`config.mk`:
```
export PLATFORM = sky130hd
export DESIGN_NAME = swm_master
export DESIGN_NICKNAME = d
export VERILOG_FILES = /design/src/rtl/swm_pkg.sv /design/src/rtl/swm_crc8.sv /design/src/rtl/swm_master.sv
export VERILOG_INCLUDE_DIRS = /design/src /design/src/rtl
export SDC_FILE = /design/constraint.sdc
export NUM_CORES = 1
export LEC_CHECK = 0
export BUFFER_PORTS_ARGS = -buffer_cell sky130_fd_sc_hd__buf_2
export CAP_MARGIN = 10
export CORE_MARGIN = 5
export CORE_UTILIZATION = 55
export CTS_CLUSTER_DIAMETER = 50
export DETAILED_ROUTE_END_ITERATION = 10
export PLACE_DENSITY_LB_ADDON = 0.15
export SLEW_MARGIN = 30
export SYNTH_ARGS = -nofsm -noshare
export SYNTH_HDL_FRONTEND = slang
export SYNTH_SLANG_ARGS = --single-unit
```
`constraint.sdc`:
```
create_clock -name MCLK_IN -period 4.3 [get_ports MCLK_IN]
set_input_delay 0.86 -clock MCLK_IN [delete_from_list [all_inputs] [get_ports MCLK_IN]]
set_output_delay 0.86 -clock MCLK_IN [all_outputs]
set_load 0.005 [all_outputs]
```
`src/rtl/swm_consts.svh`:
```
/*
 * Timing constants and command codes for the single-wire identity bus master.
 * Assumes a 40 MHz system clock.
 */
`ifndef SWM_CONSTS_SVH
`define SWM_CONSTS_SVH

`define SWM_CLK_MHZ 40
// Times in microseconds as specified
`define SWM_RESET_LOW_US 480
`define SWM_RESET_HIGH_US 480
`define SWM_SLOT_US 70
`define SWM_ONE_LOW_US 6
// Write zero releases before slot end so the slot keeps a released tail
`define SWM_ZERO_LOW_US 65
`define SWM_ZERO_MIN_US 60
`define SWM_READ_LOW_US 2
`define SWM_READ_SAMPLE_US 12
`define SWM_RECOVERY_US 2
`define SWM_PRES_SAMPLE_US 70
// Cycle counts derived from the times
`define SWM_RESET_LOW_CYC (`SWM_RESET_LOW_US * `SWM_CLK_MHZ)
`define SWM_RESET_HIGH_CYC (`SWM_RESET_HIGH_US * `SWM_CLK_MHZ)
`define SWM_SLOT_CYC (`SWM_SLOT_US * `SWM_CLK_MHZ)
`define SWM_ONE_LOW_CYC (`SWM_ONE_LOW_US * `SWM_CLK_MHZ)
`define SWM_ZERO_LOW_CYC (`SWM_ZERO_LOW_US * `SWM_CLK_MHZ)
`define SWM_ZERO_MIN_CYC (`SWM_ZERO_MIN_US * `SWM_CLK_MHZ)
`define SWM_READ_LOW_CYC (`SWM_READ_LOW_US * `SWM_CLK_MHZ)
`define SWM_READ_SAMPLE_CYC (`SWM_READ_SAMPLE_US * `SWM_CLK_MHZ)
`define SWM_RECOVERY_CYC (`SWM_RECOVERY_US * `SWM_CLK_MHZ)
`define SWM_PRES_SAMPLE_CYC (`SWM_PRES_SAMPLE_US * `SWM_CLK_MHZ)
// Command codes
`define SWM_CMD_READ_ID 8'h33
`define SWM_CMD_SEARCH 8'hf0
`define SWM_CMD_SELECT 8'h55
`define SWM_CMD_ALL 8'hcc
// Identity check: reflected x^8+x^5+x^4+1
`define SWM_CRC_POLY_REFL 8'h8c
`define SWM_CRC_INIT 8'h00

`endif

```
`src/rtl/swm_pkg.sv`:
```
/*
 * Types shared by the single-wire bus master.
 * Assumes the constants header for all figures.
 */
package swm_pkg;
    typedef enum logic [1:0] {
        SWM_OP_RESET,
        SWM_OP_WRITE,
        SWM_OP_READ
    } swm_op_e;
endpackage : swm_pkg

```
`src/rtl/swm_crc8.sv`:
```
/*
 * Bitwise identity check accumulator, least significant bit first.
 * Assumes bits are offered one per enable, in arrival order.
 */
`timescale 1ns/1ps
`include "swm_consts.svh"
module swm_crc8 (
    // Clock and reset
    input wire logic clk_in,
    input wire logic rstn_in,
    // Control
    input wire logic clear_in,
    input wire logic bit_en_in,
    input wire logic bit_in,
    // Result
    output logic [7:0] crc_out
);
    logic [7:0] crc_r;
    logic [7:0] crc_nxt;
    logic fb;

    always_comb begin
        fb = crc_r[0] ^ bit_in;
        crc_nxt = crc_r;
        if (clear_in) begin
            crc_nxt = `SWM_CRC_INIT;
        end else if (bit_en_in) begin
            // Shift right with the reflected polynomial, LSB first
            crc_nxt = {1'b0, crc_r[7:1]} ^ (fb ? `SWM_CRC_POLY_REFL : 8'h00);
        end
    end

    always_ff @(posedge clk_in) begin
        if (!rstn_in) begin
            crc_r <= `SWM_CRC_INIT;
        end else begin
            crc_r <= crc_nxt;
        end
    end

    assign crc_out = crc_r;
endmodule : swm_crc8

```
`src/rtl/swm_master.sv`:
```
/*
 * Single-wire identity bus master: reset/presence, write and read slots,
 * and an identity check over received bits.
 * Assumes an external pull-up on the line and a user that issues one
 * operation at a time while READY_OUT is high.
 */
`timescale 1ns/1ps
`include "swm_consts.svh"
module swm_master
    import swm_pkg::*;
(
    // Clock and reset
    input wire logic MCLK_IN,
    input wire logic RSTN_IN,
    // Operation request
    input wire logic REQ_VALID_IN,
    input wire swm_op_e REQ_OP_IN,
    input wire logic REQ_BIT_IN,
    input wire logic CRC_CLEAR_IN,
    input wire logic CRC_ACC_IN,
    output logic READY_OUT,
    // Operation result
    output logic DONE_OUT,
    output logic RESULT_BIT_OUT,
    output logic PRESENCE_OUT,
    output logic [7:0] CRC_OUT,
    // Open-drain line
    input wire logic LINE_IN,
    output logic LINE_OUT,
    output logic LINE_OE_OUT
);
    localparam int unsigned CW = 15;
    localparam logic [CW-1:0] RST_LOW = CW'(`SWM_RESET_LOW_CYC);
    localparam logic [CW-1:0] RST_HIGH = CW'(`SWM_RESET_HIGH_CYC);
    localparam logic [CW-1:0] PRES_SMP = CW'(`SWM_PRES_SAMPLE_CYC);
    localparam logic [CW-1:0] SLOT = CW'(`SWM_SLOT_CYC);
    localparam logic [CW-1:0] ONE_LOW = CW'(`SWM_ONE_LOW_CYC);
    localparam logic [CW-1:0] RD_LOW = CW'(`SWM_READ_LOW_CYC);
    localparam logic [CW-1:0] RD_SMP = CW'(`SWM_READ_SAMPLE_CYC);
    localparam logic [CW-1:0] REC = CW'(`SWM_RECOVERY_CYC);
    localparam logic [CW-1:0] ZERO_LOW = CW'(`SWM_ZERO_LOW_CYC);
    localparam logic [CW-1:0] ZERO_MIN = CW'(`SWM_ZERO_MIN_CYC);

    // Refuse a reset-high count too wide for the counter, and figures outside the reset and slot limits
    if (`SWM_RESET_HIGH_CYC >= (1 << CW) || `SWM_RESET_LOW_US >= 960 ||
        `SWM_SLOT_US < 60 || `SWM_SLOT_US >= 120 || `SWM_ONE_LOW_US >= 15 ||
        `SWM_READ_SAMPLE_US >= 15 || `SWM_ZERO_LOW_US < `SWM_ZERO_MIN_US ||
        `SWM_ZERO_LOW_US >= `SWM_SLOT_US) begin : g_bad_timing
        $error("swm_master: timing constants out of range");
    end

    typedef enum logic [2:0] {
        SWM_IDLE, SWM_RST_LOW, SWM_RST_HIGH, SWM_SLOT_RUN, SWM_RECOVER
    } swm_state_e;

    swm_state_e state_r, state_nxt;
    logic [CW-1:0] cnt_r, cnt_nxt;
    logic is_read_r, is_read_nxt;
    logic wbit_r, wbit_nxt;
    logic rbit_r, rbit_nxt;
    logic pres_r, pres_nxt;
    logic drive_r, drive_nxt;
    logic done_r, done_nxt;
    logic sync1_r, sync2_r;
    logic crc_bit_en;

    // Pin passes two flip-flops before any use
    always_ff @(posedge MCLK_IN) begin
        if (!RSTN_IN) begin
            sync1_r <= 1'b1;
            sync2_r <= 1'b1;
        end else begin
            sync1_r <= LINE_IN;
            sync2_r <= sync1_r;
        end
    end

    always_comb begin
        state_nxt = state_r;
        cnt_nxt = cnt_r + CW'(1);
        is_read_nxt = is_read_r;
        wbit_nxt = wbit_r;
        rbit_nxt = rbit_r;
        pres_nxt = pres_r;
        drive_nxt = 1'b0;
        done_nxt = 1'b0;
        crc_bit_en = 1'b0;
        case (state_r)
            SWM_IDLE: begin
                cnt_nxt = '0;
                // Idle leaves the line released so a pause never resets slaves
                if (REQ_VALID_IN) begin
                    is_read_nxt = (REQ_OP_IN == SWM_OP_READ);
                    wbit_nxt = REQ_BIT_IN;
                    drive_nxt = 1'b1;
                    state_nxt = (REQ_OP_IN == SWM_OP_RESET) ? SWM_RST_LOW : SWM_SLOT_RUN;
                    if (REQ_OP_IN == SWM_OP_RESET) begin
                        pres_nxt = 1'b0;
                    end
                end
            end
            SWM_RST_LOW: begin
                drive_nxt = 1'b1;
                if (cnt_r == RST_LOW - CW'(1)) begin
                    drive_nxt = 1'b0;
                    cnt_nxt = '0;
                    state_nxt = SWM_RST_HIGH;
                end
            end
            SWM_RST_HIGH: begin
                // Presence sampled after the longest wait, inside the pulse
                if (cnt_r == PRES_SMP) begin
                    pres_nxt = !sync2_r;
                end
                if (cnt_r == RST_HIGH - CW'(1)) begin
                    done_nxt = 1'b1;
                    state_nxt = SWM_IDLE;
                end
            end
            SWM_SLOT_RUN: begin
                // Write one and read start release early; write zero releases before slot end
                if (is_read_r) begin
                    drive_nxt = (cnt_r < RD_LOW - CW'(1));
                end else if (wbit_r) begin
                    drive_nxt = (cnt_r < ONE_LOW - CW'(1));
                end else begin
                    drive_nxt = (cnt_r < ZERO_LOW - CW'(1));
                end
                if (is_read_r && cnt_r == RD_SMP) begin
                    rbit_nxt = sync2_r;
                    crc_bit_en = CRC_ACC_IN;
                end
                if (cnt_r == SLOT - CW'(1)) begin
                    drive_nxt = 1'b0;
                    cnt_nxt = '0;
                    state_nxt = SWM_RECOVER;
                end
            end
            SWM_RECOVER: begin
                if (cnt_r == REC - CW'(1)) begin
                    done_nxt = 1'b1;
                    state_nxt = SWM_IDLE;
                end
            end
            default: begin
                state_nxt = SWM_IDLE;
            end
        endcase
    end

    always_ff @(posedge MCLK_IN) begin
        if (!RSTN_IN) begin
            state_r <= SWM_IDLE;
            cnt_r <= '0;
            is_read_r <= 1'b0;
            wbit_r <= 1'b1;
            rbit_r <= 1'b0;
            pres_r <= 1'b0;
            drive_r <= 1'b0;
            done_r <= 1'b0;
        end else begin
            state_r <= state_nxt;
            cnt_r <= cnt_nxt;
            is_read_r <= is_read_nxt;
            wbit_r <= wbit_nxt;
            rbit_r <= rbit_nxt;
            pres_r <= pres_nxt;
            drive_r <= drive_nxt;
            done_r <= done_nxt;
        end
    end

    swm_crc8 u_crc (
        .clk_in(MCLK_IN),
        .rstn_in(RSTN_IN),
        .clear_in(CRC_CLEAR_IN),
        .bit_en_in(crc_bit_en),
        .bit_in(sync2_r),
        .crc_out(CRC_OUT)
    );

    // Open drain: only ever drive low
    assign LINE_OUT = 1'b0;
    assign LINE_OE_OUT = drive_r;
    assign READY_OUT = (state_r == SWM_IDLE);
    assign DONE_OUT = done_r;
    assign RESULT_BIT_OUT = rbit_r;
    assign PRESENCE_OUT = pres_r;

    property p_reset_low;
        @(posedge MCLK_IN) disable iff (!RSTN_IN)
        (state_r == SWM_IDLE && REQ_VALID_IN && REQ_OP_IN == SWM_OP_RESET)
            |=> LINE_OE_OUT [*8];
    endproperty
    a_reset_low: assert property (p_reset_low) else $error("reset low too short");

    property p_slot_start;
        @(posedge MCLK_IN) disable iff (!RSTN_IN)
        (state_r == SWM_IDLE && REQ_VALID_IN) |=> LINE_OE_OUT;
    endproperty
    a_slot_start: assert property (p_slot_start) else $error("slot did not start low");

    property p_one_release;
        @(posedge MCLK_IN) disable iff (!RSTN_IN)
        (state_r == SWM_SLOT_RUN && !is_read_r && wbit_r && cnt_r == ONE_LOW)
            |-> !LINE_OE_OUT;
    endproperty
    a_one_release: assert property (p_one_release) else $error("write one held too long");

    property p_zero_hold;
        @(posedge MCLK_IN) disable iff (!RSTN_IN)
        (state_r == SWM_SLOT_RUN && !is_read_r && !wbit_r && cnt_r == ZERO_MIN)
            |-> LINE_OE_OUT;
    endproperty
    a_zero_hold: assert property (p_zero_hold) else $error("write zero released early");

    property p_zero_release;
        @(posedge MCLK_IN) disable iff (!RSTN_IN)
        (state_r == SWM_SLOT_RUN && !is_read_r && !wbit_r && cnt_r == ZERO_LOW)
            |-> !LINE_OE_OUT;
    endproperty
    a_zero_release: assert property (p_zero_release) else $error("write zero fills slot");

    property p_read_release;
        @(posedge MCLK_IN) disable iff (!RSTN_IN)
        (state_r == SWM_SLOT_RUN && is_read_r && cnt_r == RD_LOW) |-> !LINE_OE_OUT;
    endproperty
    a_read_release: assert property (p_read_release) else $error("read start too long");

    property p_slot_end;
        @(posedge MCLK_IN) disable iff (!RSTN_IN)
        (state_r == SWM_SLOT_RUN && cnt_r == SLOT - CW'(1))
            |=> state_r == SWM_RECOVER && !LINE_OE_OUT;
    endproperty
    a_slot_end: assert property (p_slot_end) else $error("slot length wrong");

    property p_low_only;
        @(posedge MCLK_IN) disable iff (!RSTN_IN) LINE_OUT == 1'b0;
    endproperty
    a_low_only: assert property (p_low_only) else $error("line driven high");

    property p_rst_high_quiet;
        @(posedge MCLK_IN) disable iff (!RSTN_IN)
        state_r == SWM_RST_HIGH |-> !LINE_OE_OUT && !READY_OUT;
    endproperty
    a_rst_high_quiet: assert property (p_rst_high_quiet) else $error("reset recovery cut");
endmodule : swm_master

```
==> results.md <==
- Compound-Gate Fraction of Synth Area: 10.10%
- YS warnings: 0
- Inserted Clock Buffers: 5
- Fin. Hold Viols: 0
- Num ports: 23
- Tightest Pin Transition: 844.8 ps
- Row cnt: 20
- WS Path Type: reg -> reg
- RSZ-0062 raised after global routing: false
- Vias: 1410
- Detail Placement HPWL: 2588 um
- Largest net degree at the start of global routing: 16
- Synth Cell Area: 0.001747 sq mm
- Initial DRC count: 51
- Hold buffer count at CTS: 0
- GP Congestion: 0.8150
- FMAX: 392.6 MHz
- Die Ht: 66.36 um
- DRC Markers: 0
- # diodes: 0
- Clk_lat worst skew: 330 ps
- Port bufs: 21
- Peak supply drop: 0.1435 mV
- Min-delay worst type: reg -> reg
- Distinct cells, synth: 53
- Worst setup EP type: flip-flop
- Largest family of logic cells by synthesized area: simple AND/OR/NAND/NOR gates
- Synthesized flop and latch total: 34
- Main synth FF type: dfxtp_1
- Setup repair bufs after CTS: 0
- Die Area: 0.004403 sq mm
- Max FFs per register: 15
- Post-Synth Simple-Gate Area: 29.51%
- CP required: 4490 ps
- GRT Total Usage: 16.83%
- Ratio of cells with drive above 1 in the final layout: 16.98%
- Core Region: 0.003053 sq mm
- Clock transition at the registers of the reported paths: 100 ps
- Crit path time final: 2547 ps
- Post-Synth Adder-Cell Area: 1.433%
- Area grow syn2layout: 7.593%
- Global-route wire length before repair: 5644 um
- Largest Register: cnt_r
- Drt first pass iters: 4
- # H-tree levels: 2
- Largest fanout on the critical path: 15
- Crit path from: cnt_r[14]
- Syn nets: 209
- Total Wirelength: 3403 um
- Syn Inst Count: 198
- Status: finished clean
- Setup TNS: 0 ps
- Post-synth ARST share: 0%
- Number of global-route vias before repair: 1305
- Fin crit share: 59.24%
- Drt wl/cell: 13.29 um
- Worst slew margin: 43.49%
- Hold wc startpoint: sync1_r
- Post-synthesis xor/xnor area fraction: 8.023%
- Final setup fails: 0
- Leak: 0.7393 nW
- CP startpoint kind: flip-flop
- Worst r2r src: cnt_r[14]
- Mux contribution to synthesized area: 5.731%
- Antenna violations before repair: 0
- Number of flops mapped to enable cells by yosys: 0
- Die Span X: 66.36 um
- Post-route ant nets: 0
- Layout Utilization: 61.56%
- Clock Tree Root: clkbuf_4
- Commonest non-fill, non-tap cells in the layout: 34 x dfxtp_1, 32 x nor2_1, 21 x buf_2
- Routed vias/inst: 5.508
- # nets final: 223
- Syn Area/Cell: 8.822 sq um
- CTS sink count: 34
- Clk buf depth: 2
- Starting density of the core: 57.21%
- Slew Viols, Final: 0
- Max-cap violations: 0
- Post-CTS sizing: 0
- Arr. time, crit path: 2730 ps
- Sequential area share after synthesis: 38.97%
- Clk_skew: 10.19 ps
- GR Overflow Total: 0
- Dpl cell area: 0.001832 sq mm
- Most common cell after layout, fill and taps aside: dfxtp_1
- PwrDens: 302.1 mW/mm^2
- Design area: 0.001879 sq mm
- CTS tree: built
## final cells by class
cell class	count	area [sq um]
fill	280	1174
multi-input combinational	145	972.2
sequential	34	680.7
timing repair buffer	21	105.1
tap	44	55.05
clock buffer	5	37.54
inverter	5	18.77
clock inverter	2	10.01
## logic make-up after synthesis
| logic type | Yosys count |
|---|---|
| fa+ha+maj | 2 |
| compound gates | 21 |
| flops | 34 |
| simple gates | 95 |
| other cells | 1 |
| xor+xnor | 16 |
| buf+inv | 19 |
| mux | 10 |
## path summary, 6_finish.rpt
check	to	slack, ps	cells past startpoint
hold / removal	sync2_r	420	1
hold reg to reg	sync2_r	420	1
setup / recovery	cnt_r[3]	1750	5
setup reg to reg	cnt_r[3]	1750	5
## power breakdown
part	total (mW)	leakage [nW]	internal (mW)	switching, mW
sequential	0.337	0.275	0.325	0.0129
clock	0.157	0.0308	0.0587	0.0986
combinational	0.0730	0.433	0.0340	0.0389
total	0.568	0.739	0.417	0.150
## layer usage
metal  part of all wire (%)  vias to the layer above  GRT usage, %
met4                    1.6                        0         8.883
li1                       -                      709             -
met5                      0                        -             0
met2                     49                       41         27.88
met3                    5.6                        5         4.422
met1                     43                      655         19.65
## cell usage after synthesis (2+ instances only)
master | instances | area share, %
a211oi_1 | 4 | 1.7
a21boi_0 | 3 | 1.3
nand3_1 | 6 | 1.7
nor2b_1 | 4 | 1.4
nand2_1 | 10 | 2.1
nand3b_1 | 2 | 0.86
ha_1 | 2 | 1.4
dfxtp_1 | 34 | 39
buf_4 | 2 | 0.86
o41ai_2 | 2 | 1.9
mux2i_1 | 10 | 5.7
nor2_1 | 32 | 6.9
and3_1 | 3 | 1.1
clkbuf_1 | 6 | 1.3
nand2b_1 | 8 | 2.9
xor2_1 | 6 | 3.0
nor3b_1 | 3 | 1.3
inv_1 | 5 | 1.1
nand4_1 | 6 | 2.1
xnor2_1 | 10 | 5.0
nor3_1 | 8 | 2.3
## stage by stage
step                      setup WS [ps]  hold slack [ps]  power, mW  cells
after floorplan                    2036            386.3     0.3965    198
after global placement             1570            406.1     0.4127    249
after detailed placement           1809            407.4     0.4182    249
after CTS                          1748            429.2     0.5763    256
after global routing               1612            471.3     0.6020    256
final                              1753            424.6     0.5677    256
## worst max-delay path: stages (launching register included)
cell     delay (ps)
dfxtp_1         380
or3b_2          510
o41ai_2         460
nor2_1          120
o41ai_4         810
nor2b_1         110
(Power assumes the default switching activity.)
